==> src/inc/rwl_defines.vh <==
// Address map, key bytes and protection masks of the register write lock
`ifndef RWL_DEFINES_VH
`define RWL_DEFINES_VH

// ----------------------------------------------------------------
// Lock control and own status registers
// ----------------------------------------------------------------
`define RWL_ADDR_KEY        32'h5000_0100
`define RWL_ADDR_BLK_CNT    32'h5000_0104
`define RWL_ADDR_BLK_ADDR   32'h5000_0108
`define RWL_KEY_RESET       32'h0000_0000
`define RWL_FLAG_BIT        0
`define RWL_CNT_W           16
`define RWL_CNT_MAX         16'hFFFF

// ----------------------------------------------------------------
// Unlock key bytes, in order
// ----------------------------------------------------------------
`define RWL_KEY_FIRST       8'h59
`define RWL_KEY_SECOND      8'h16
`define RWL_KEY_THIRD       8'h88

// ----------------------------------------------------------------
// Guarded registers
// ----------------------------------------------------------------
`define RWL_ADDR_PRST1      32'h5000_0008
`define RWL_ADDR_BOD        32'h5000_0018
`define RWL_ADDR_POR        32'h5000_0024
`define RWL_ADDR_PWR        32'h5000_0200
`define RWL_ADDR_PCLK       32'h5000_0208
`define RWL_ADDR_CSEL0      32'h5000_0210
`define RWL_ADDR_CSEL1      32'h5000_0214
`define RWL_ADDR_NMI        32'h5000_0380
`define RWL_ADDR_FPCTL      32'h5000_C000
`define RWL_ADDR_FPTRG      32'h5000_C010
`define RWL_ADDR_FATC       32'h5000_C018
`define RWL_ADDR_WDT        32'h4000_4000

// ----------------------------------------------------------------
// Guarded bits per register (1 = guarded)
// ----------------------------------------------------------------
`define RWL_MASK_ALL        32'hFFFF_FFFF
`define RWL_MASK_NONE       32'h0000_0000
`define RWL_MASK_PWR        32'hFFFF_FFBF
`define RWL_MASK_PCLK       32'h0000_0001
`define RWL_MASK_CSEL1      32'h0000_0003
`define RWL_MASK_NMI        32'h0000_0100

`endif

==> src/logic/rwl_top.v <==
// Register write lock: unlock key sequence and write gate
//
// Contract
// RULE1: Protection is engaged after reset until the full key is written.
// RULE2: Key is 59h, 16h, 88h as three consecutive lock register writes.
// RULE3: Wrong value, wrong order or another write abandons the key sequence.
// RULE4: Completed key sets the disabled flag and opens all guarded writes.
// RULE5: Lock register bit 0 reads one when unprotected, zero when protected.
// RULE6: Any write to the lock register while open relocks and clears flag.
// RULE7: Lock register low byte is write-only key; reads give only the flag.
// RULE8: Writes to guarded registers or bits are dropped while protected.
// RULE9: Peripheral reset, brown-out and power-on reset controls fully guarded.
// RULE10: Power control guarded except bit 6, the wake-up interrupt clear.
// RULE11: Peripheral clock enable register guards only bit 0.
// RULE12: Bus and tick clock source select register is fully guarded.
// RULE13: Second clock source select guards only bits 1 to 0.
// RULE14: NMI source select register guards only bit 8.
// RULE15: Flash programming control, trigger and timing registers fully guarded.
// RULE16: Watchdog control register is fully guarded.
// RULE17: After an abort, matching restarts; an aborting 59h starts anew.
//
// Local design decision: the strobed register port.
`timescale 1ns/10ps
`default_nettype none
`include "rwl_defines.vh"

module rwl_top
(
	input  wire        core_clk,
	input  wire        reset,
	input  wire        ce,
	input  wire [31:0] bus_addr,
	input  wire [31:0] bus_wdata,
	input  wire        bus_wr,
	input  wire        bus_rd,
	output reg  [31:0] bus_rdata,
	output reg         fwd_wr,
	output reg  [31:0] fwd_addr,
	output reg  [31:0] fwd_wdata,
	output reg  [31:0] fwd_wmask,
	output reg         fwd_rd,
	output reg  [31:0] fwd_raddr,
	output wire        protect_disabled_flag,
	output reg         key_abort
);

	// ------------------------------------------------------------
	// Key sequence states
	// ------------------------------------------------------------
	localparam [2:0] ST_IDLE = 3'b001;
	localparam [2:0] ST_GOT1 = 3'b010;
	localparam [2:0] ST_GOT2 = 3'b100;

	reg  [2:0]             state_r;
	reg  [2:0]             state_nxt;
	reg                    open_r;
	reg                    open_nxt;
	reg                    abort_nxt;
	reg  [31:0]            blk_addr_r;
	reg  [31:0]            blk_addr_nxt;
	reg  [31:0]            rdata_nxt;
	wire [31:0]            prot_mask;
	wire [31:0]            wr_allow;
	wire [7:0]             key_byte;
	wire                   hit_key;
	wire                   hit_cnt;
	wire                   hit_baddr;
	wire                   hit_own;
	wire                   wr_take;
	wire                   rd_take;
	wire                   blocked;
	wire [`RWL_CNT_W-1:0]  blk_cnt;

	// ------------------------------------------------------------
	// Address decode
	// ------------------------------------------------------------
	assign hit_key   = (bus_addr == `RWL_ADDR_KEY);
	assign hit_cnt   = (bus_addr == `RWL_ADDR_BLK_CNT);
	assign hit_baddr = (bus_addr == `RWL_ADDR_BLK_ADDR);
	assign hit_own   = hit_key | hit_cnt | hit_baddr;
	assign wr_take   = bus_wr & ce;
	assign rd_take   = bus_rd & ce;
	assign key_byte  = bus_wdata[7:0]; // RULE7

	assign protect_disabled_flag = open_r; // RULE4

	// ------------------------------------------------------------
	// Guarded bit lookup
	// ------------------------------------------------------------
	rwl_prot_map u_prot_map
	(
		.addr      (bus_addr),
		.prot_mask (prot_mask)
	);

	// Each bit may be written unless it is guarded and the gate is shut
	genvar gi;
	generate
		for (gi = 0; gi < 32; gi = gi + 1)
		begin : g_allow
			assign wr_allow[gi] = ~(prot_mask[gi] & ~open_r); // RULE8
		end
	endgenerate

	// A write counts as blocked when at least one bit was withheld
	assign blocked = wr_take & ~hit_own & ~(&wr_allow);

	// ------------------------------------------------------------
	// Key sequence and lock state
	// ------------------------------------------------------------
	always @*
	begin
		state_nxt = state_r;
		open_nxt  = open_r;
		abort_nxt = 1'b0;
		if (bus_wr)
		begin
			if (!hit_key)
			begin
				// Any other write breaks a sequence in progress
				if (state_r != ST_IDLE)
					abort_nxt = 1'b1; // RULE3
				state_nxt = ST_IDLE; // RULE3
			end
			else if (open_r)
			begin
				// Relock takes any value; the byte is not a key step
				open_nxt  = 1'b0; // RULE6
				state_nxt = ST_IDLE;
			end
			else
			begin
				case (state_r)
					ST_IDLE:
					begin
						if (key_byte == `RWL_KEY_FIRST) // RULE2
							state_nxt = ST_GOT1;
						else
							state_nxt = ST_IDLE;
					end
					ST_GOT1:
					begin
						if (key_byte == `RWL_KEY_SECOND) // RULE2
							state_nxt = ST_GOT2;
						else
						begin
							abort_nxt = 1'b1; // RULE3
							if (key_byte == `RWL_KEY_FIRST)
								state_nxt = ST_GOT1; // RULE17
							else
								state_nxt = ST_IDLE; // RULE17
						end
					end
					ST_GOT2:
					begin
						if (key_byte == `RWL_KEY_THIRD) // RULE2
						begin
							open_nxt  = 1'b1; // RULE4
							state_nxt = ST_IDLE;
						end
						else
						begin
							abort_nxt = 1'b1; // RULE3
							if (key_byte == `RWL_KEY_FIRST)
								state_nxt = ST_GOT1; // RULE17
							else
								state_nxt = ST_IDLE; // RULE17
						end
					end
					default:
					begin
						state_nxt = ST_IDLE;
					end
				endcase
			end
		end
	end

	always @(posedge core_clk)
	begin
		if (reset)
		begin
			state_r   <= ST_IDLE;
			open_r    <= 1'b0; // RULE1
			key_abort <= 1'b0;
		end
		else if (ce)
		begin
			state_r   <= state_nxt;
			open_r    <= open_nxt;
			key_abort <= abort_nxt;
		end
	end

	// ------------------------------------------------------------
	// Blocked write bookkeeping
	// ------------------------------------------------------------
	rwl_evt_cnt u_blk_cnt
	(
		.core_clk (core_clk),
		.reset    (reset),
		.ce       (ce),
		.evt      (blocked),
		.clr      (wr_take & hit_cnt),
		.count_r  (blk_cnt)
	);

	always @*
	begin
		blk_addr_nxt = blk_addr_r;
		if (wr_take && hit_baddr)
			blk_addr_nxt = 32'h0000_0000;
		// The latest blocked address wins over a software clear
		if (blocked)
			blk_addr_nxt = bus_addr;
	end

	always @(posedge core_clk)
	begin
		if (reset)
			blk_addr_r <= 32'h0000_0000;
		else if (ce)
			blk_addr_r <= blk_addr_nxt;
	end

	// ------------------------------------------------------------
	// Write forwarding to the system registers
	// ------------------------------------------------------------
	// Registered so the downstream file sees the mask and data together;
	// a fully withheld write is never presented at all.
	always @(posedge core_clk)
	begin
		if (reset)
		begin
			fwd_wr    <= 1'b0;
			fwd_addr  <= 32'h0000_0000;
			fwd_wdata <= 32'h0000_0000;
			fwd_wmask <= 32'h0000_0000;
		end
		else if (ce)
		begin
			fwd_wr <= bus_wr & ~hit_own & (|wr_allow); // RULE8
			if (bus_wr && !hit_own)
			begin
				fwd_addr  <= bus_addr;
				fwd_wdata <= bus_wdata;
				fwd_wmask <= wr_allow; // RULE8
			end
		end
	end

	// Reads of other addresses go on unchanged
	always @(posedge core_clk)
	begin
		if (reset)
		begin
			fwd_rd    <= 1'b0;
			fwd_raddr <= 32'h0000_0000;
		end
		else if (ce)
		begin
			fwd_rd <= bus_rd & ~hit_own;
			if (bus_rd && !hit_own)
				fwd_raddr <= bus_addr;
		end
	end

	// ------------------------------------------------------------
	// Read back of own registers
	// ------------------------------------------------------------
	always @*
	begin
		rdata_nxt = 32'h0000_0000;
		if (bus_rd)
		begin
			if (hit_key)
				rdata_nxt[`RWL_FLAG_BIT] = open_r; // RULE5 RULE7
			else if (hit_cnt)
				rdata_nxt[`RWL_CNT_W-1:0] = blk_cnt;
			else if (hit_baddr)
				rdata_nxt = blk_addr_r;
		end
	end

	// Data stand for one cycle only, zero otherwise
	always @(posedge core_clk)
	begin
		if (reset)
			bus_rdata <= `RWL_KEY_RESET;
		else if (ce)
			bus_rdata <= rdata_nxt;
	end

endmodule // rwl_top
`default_nettype wire

==> src/logic/rwl_prot_map.v <==
// Address to guarded-bit mask lookup for the register write lock
`timescale 1ns/10ps
`default_nettype none
`include "rwl_defines.vh"

module rwl_prot_map
(
	input  wire [31:0] addr,
	output reg  [31:0] prot_mask
);

	always @*
	begin
		case (addr)
			`RWL_ADDR_PRST1 : prot_mask = `RWL_MASK_ALL;   // RULE9
			`RWL_ADDR_BOD   : prot_mask = `RWL_MASK_ALL;   // RULE9
			`RWL_ADDR_POR   : prot_mask = `RWL_MASK_ALL;   // RULE9
			`RWL_ADDR_PWR   : prot_mask = `RWL_MASK_PWR;   // RULE10
			`RWL_ADDR_PCLK  : prot_mask = `RWL_MASK_PCLK;  // RULE11
			`RWL_ADDR_CSEL0 : prot_mask = `RWL_MASK_ALL;   // RULE12
			`RWL_ADDR_CSEL1 : prot_mask = `RWL_MASK_CSEL1; // RULE13
			`RWL_ADDR_NMI   : prot_mask = `RWL_MASK_NMI;   // RULE14
			`RWL_ADDR_FPCTL : prot_mask = `RWL_MASK_ALL;   // RULE15
			`RWL_ADDR_FPTRG : prot_mask = `RWL_MASK_ALL;   // RULE15
			`RWL_ADDR_FATC  : prot_mask = `RWL_MASK_ALL;   // RULE15
			`RWL_ADDR_WDT   : prot_mask = `RWL_MASK_ALL;   // RULE16
			default         : prot_mask = `RWL_MASK_NONE;
		endcase
	end

endmodule // rwl_prot_map
`default_nettype wire

==> src/logic/rwl_evt_cnt.v <==
// Saturating event counter with software clear for the write lock
`timescale 1ns/10ps
`default_nettype none
`include "rwl_defines.vh"

module rwl_evt_cnt
(
	input  wire                    core_clk,
	input  wire                    reset,
	input  wire                    ce,
	input  wire                    evt,
	input  wire                    clr,
	output reg  [`RWL_CNT_W-1:0]   count_r
);

	reg [`RWL_CNT_W-1:0] count_nxt;

	always @*
	begin
		count_nxt = count_r;
		if (clr)
			count_nxt = {`RWL_CNT_W{1'b0}};
		// An event in the clearing cycle is kept, counted as the first
		if (evt && clr)
			count_nxt = {{(`RWL_CNT_W-1){1'b0}}, 1'b1};
		else if (evt && count_r != `RWL_CNT_MAX)
			count_nxt = count_r + {{(`RWL_CNT_W-1){1'b0}}, 1'b1};
	end

	always @(posedge core_clk)
	begin
		if (reset)
			count_r <= {`RWL_CNT_W{1'b0}};
		else if (ce)
			count_r <= count_nxt;
	end

endmodule // rwl_evt_cnt
`default_nettype wire

==> config.mk <==
export PLATFORM = sky130hd
export DESIGN_NAME = rwl_top
export DESIGN_NICKNAME = d
export VERILOG_FILES = /design/src/logic/rwl_top.v /design/src/logic/rwl_prot_map.v /design/src/logic/rwl_evt_cnt.v
export VERILOG_INCLUDE_DIRS = /design/src /design/src/inc
export SDC_FILE = /design/constraint.sdc
export NUM_CORES = 1
export LEC_CHECK = 0
export ABC_AREA = 1
export BUFFER_PORTS_ARGS = -buffer_cell sky130_fd_sc_hd__buf_4
export CELL_PAD_IN_SITES_DETAIL_PLACEMENT = 1
export CELL_PAD_IN_SITES_GLOBAL_PLACEMENT = 2
export CORE_AREA = 10 10 180 182
export DETAILED_ROUTE_END_ITERATION = 7
export DIE_AREA = 0 0 190 192
export PLACE_DENSITY = 0.82
export SYNTH_ARGS = -nofsm -noshare
export SYNTH_HDL_FRONTEND = slang
export SYNTH_SLANG_ARGS = --single-unit
==> constraint.sdc <==
create_clock -name core_clk -period 2.3 [get_ports core_clk]
set_input_delay 0 -clock core_clk [delete_from_list [all_inputs] [get_ports core_clk]]
set_output_delay 0 -clock core_clk [all_outputs]
set_load 0.02 [all_outputs]
==> results by group <==
Run status
  • Status: completed

CTS
  • Total CTS buffers: 17
  • Reg clk slew, reported paths: 80 ps
  • CTS Buffer Depth: 2
  • TritonCTS clock tree: yes
  • Clock root cell: clkbuf_16
  • # H-tree levels: 4
  • Clock latency at the later pin of the worst-skew pair: 450 ps
  • CTS Sinks: 188

Floorplanning
  • Die area: 0.03648 mm^2
  • Site row count: 62
  • Chip Width: 190 um
  • Io pins: 233
  • Starting Density: 0.2889
  • Vert. Die Dim: 192 um
  • Core box area: 0.02863 mm^2

Synth
  • Cells after Synth: 1116
  • Synth Area in Simple Gates: 0.2796
  • XOR/XNOR share of the synthesized area: 0.003177
  • Share of the synthesized area in the top cell type: 0.4551
  • Post-synth EDFFs: 0
  • Yosys warns: 0
  • Mapped Nets: 1186
  • Top cell type by total area after synthesis: dfxtp_1
  • Asr flop ratio synth: 0
  • Sequential fraction of the synthesis area: 0.4551
  • Largest family of logic cells by synthesized area: simple AND/OR/NAND/NOR gates
  • Synth Area in Compound Gates: 0.1598
  • Netlist cell types: 39
  • Post-Synth Adder-Cell Area: 0.001513
  • Main synth FF type: dfxtp_1
  • Top cells by area, synth: dfxtp_1, nand2_1, nor2_1, a21oi_1, o21ai_0
  • Synthesized cell area: 0.008270 mm^2
  • Mux contribution to synthesized area: 0
  • Yosys reg bits: 188
  • Syn Area/Cell: 7.411 um^2

STA
  • Slew Limit Fails: 0
  • Unrepaired setup endpoints after global routing: no
  • Relative slew slack: 0.3059
  • Tcrit/Tclk final: 0.9275
  • Endpoints failing setup: 0
  • Hold WS: 29.00 ps
  • Final setup TNS: 0 ps
  • Max Clock Skew: 14.72 ps
  • Max Clk Rate: 468.8 MHz
  • Final Critical Period: 2133 ps
  • Worst-margin pin slew: 1037 ps
  • Final WS setup: 166.7 ps
  • Final Hold Violating Endpoints: 0

Flow run
  • Total of max-cap violations: 0

Worst setup path
  • Setup crit start kind: input port
  • Crit path max-delay cell type: dlygate4sd3_1
  • WP buf/inv: 4
  • Cell mode on critical path: nor2_4
  • Critical path peak fanout: 25
  • CP delay by family, top: simple AND/OR/NAND/NOR gates
  • CP peak stage delay: 540 ps
  • Critical path class: in -> reg
  • Critical Path RT: 2670 ps
  • Worst path cell trace: dlygate4sd3_1, buf_4, nor2_4, nand3_1, nor2_4, inv_2, nor3_4, nor2_4, nand3_4, nor2_4, nand2_4, nand2_8, clkinv_8, nand2_1, a21oi_1
  • Crit end category: register
  • Worst EP arrival: 2500 ps

Cells and area
  • Finished Cell Area: 0.01162 mm^2
  • Final nets: 1445
  • Fillers: 3479
  • Diode count: 0
  • Area occupied by registers: 0.003766 mm^2
  • Layout cells sized above 1: 0.2839
  • Multi-input gate area: 0.003724 mm^2
  • Area growth from synthesis to layout: 40.48%

Global route
  • Overflow after GRT: 0
  • Largest net degree at the start of global routing: 67
  • GRT Overall Usage: 0.1711
  • Vias in the first global route: 8646
  • Antenna violations before repair: 0
  • First-pass GRT wire length: 49490 um

Drt
  • Wire length per cell: 17.86 um
  • Routed Wire Length: 31650 um
  • DR vias: 8414
  • Routed Antenna Nets: 0
  • First-pass detailed-route iteration total: 5
  • DR DRC count: 0
  • First DRT Iteration DRCs: 389
  • Via/cell ratio: 4.748

Power
  • Static leakage: 4.994 nW
  • Worst vdd ir: 528.4 uV
  • Total Power: 0.007560 W
  • PwrDens: 650.7 mW/mm^2

Placed design
  • Post-DP HPWL: 23140 um
  • Placed Area: 0.01031 mm^2
  • IO buf count: 232
  • Gpl congestion: 0.8706
  • Dpl ws: 38.69 ps

Min path
  • Min-delay worst type: in -> reg
-- Yosys cell counts (2+ instances only) --
cell type / count
nand4_1: 42
o21ai_2: 4
nand2_4: 4
o21ai_0: 110
nor3_1: 7
and2_1: 2
inv_1: 65
buf_2: 5
dfxtp_1: 188
nor2_4: 9
nor3_2: 2
clkbuf_1: 48
o211ai_1: 3
a31oi_1: 2
nand3_2: 7
nor2_2: 20
nand2_2: 12
clkinv_1: 2
inv_2: 28
xor2_1: 3
nor4_1: 8
nor2_1: 158
nand2_1: 165
o21bai_1: 2
o2111ai_1: 2
buf_6: 5
nand3_1: 44
a21oi_1: 111
buf_4: 28
o21ai_1: 21
-- tightest hold or removal path, delay by kind of cell --
kind / cells / cell delay, ps
buf+inv: 1 / 80
simple gates: 2 / 280
compound gates: 1 / 60
-- cell usage in the layout (no fill, tap or decap), types with 3 or more instances in the layout --
cell / synthesis / routed
inv_6: 0 / 7
clkbuf_16: 0 / 17
nor2_2: 20 / 24
nand3_2: 7 / 7
dlygate4sd3_1: 0 / 65
nand2_2: 12 / 13
nor2_1: 158 / 154
nand4_1: 42 / 42
dfxtp_1: 188 / 186
nor2_4: 9 / 9
o21ai_0: 110 / 110
nor4_1: 8 / 7
nor3_1: 7 / 7
o21ai_2: 4 / 4
nand3_1: 44 / 44
inv_1: 65 / 64
nand2_1: 165 / 164
buf_12: 0 / 6
buf_4: 28 / 255
nand2_4: 4 / 3
o211ai_1: 3 / 3
o21ai_1: 21 / 21
inv_2: 28 / 27
nor3_4: 1 / 3
xor2_1: 3 / 3
a21oi_1: 111 / 111
-- logic make-up after synthesis --
| group | count (synthesis) |
|---|---|
| buffers and inverters | 182 |
| adder cells (fa/ha/maj) | 1 |
| XOR/XNOR | 3 |
| AND/OR/NAND/NOR | 486 |
| AO/OA/AOI/OAI | 256 |
| flip-flops | 188 |
-- sequential cells by signal (all words and copies together) (netlist names) --
signal and count:
fwd_wr 1, fwd_wdata 32, key_abort 1, blk_addr_r 32, fwd_addr 32, bus_rdata 32, u_blk_cnt.count_r 16, state_r 3
fwd_raddr 32, fwd_rd 1, fwd_wmask 5, protect_disabled_flag 1
-- layout make-up --
cell class                      instances  share of cell area
Clock buffer                           18             0.03780
Clock inverter                         14             0.01260
Inverter                               96             0.03252
Timing Repair Buffer                  326              0.2311
Tap cell                              384             0.04135
Sequential cell                       188              0.3241
Multi-Input combinational cell        746              0.3205
-- timing repair --
action | 4_1_cts | 5_1_grt
endpoints found under the hold margin | 122 | 0
hold buffers | 65 | 0
buffers inserted | 0 | 0
endpoints found under the setup margin | 0 | 69
resized for setup | 0 | 20
-- power by group --
group / internal, W / switching, W / total, W
logic: 0.000448 / 0.000646 / 0.00109
registers: 0.00337 / 0.0000614 / 0.00344
clock network: 0.00157 / 0.00146 / 0.00303
-- stage by stage --
step,instances,util
floorplan,1116,-
global placement,1675,0.3603
detailed placement,1675,0.3603
CTS,1772,0.4035
global route,1772,0.4059
finish,1772,0.4059
-- routing by layer --
metal  vias to the layer above  wire (um)  GRT usage
met2                       192      15540     0.2973
met3                        26       1604    0.03917
li1                       4169          -          -
met5                         -          0          0
met4                         0        407    0.04212
met1                      4027      14090     0.2088
-- worst paths after layout --
path,slack (ps),end,cells after the start,start
max,170,blk_addr_r[14]$_SDFFE_PP0P_,15,bus_addr[10]
min,30,state_r[1]$_SDFFE_PP0P_,4,bus_wr
max reg2reg,210,u_blk_cnt.count_r[3]$_SDFFE_PP0P_,12,u_blk_cnt.count_r[1]$_SDFFE_PP0P_
min reg2reg,440,blk_addr_r[13]$_SDFFE_PP0P_,2,blk_addr_r[13]$_SDFFE_PP0P_
Power figures use the tool's default switching activity.
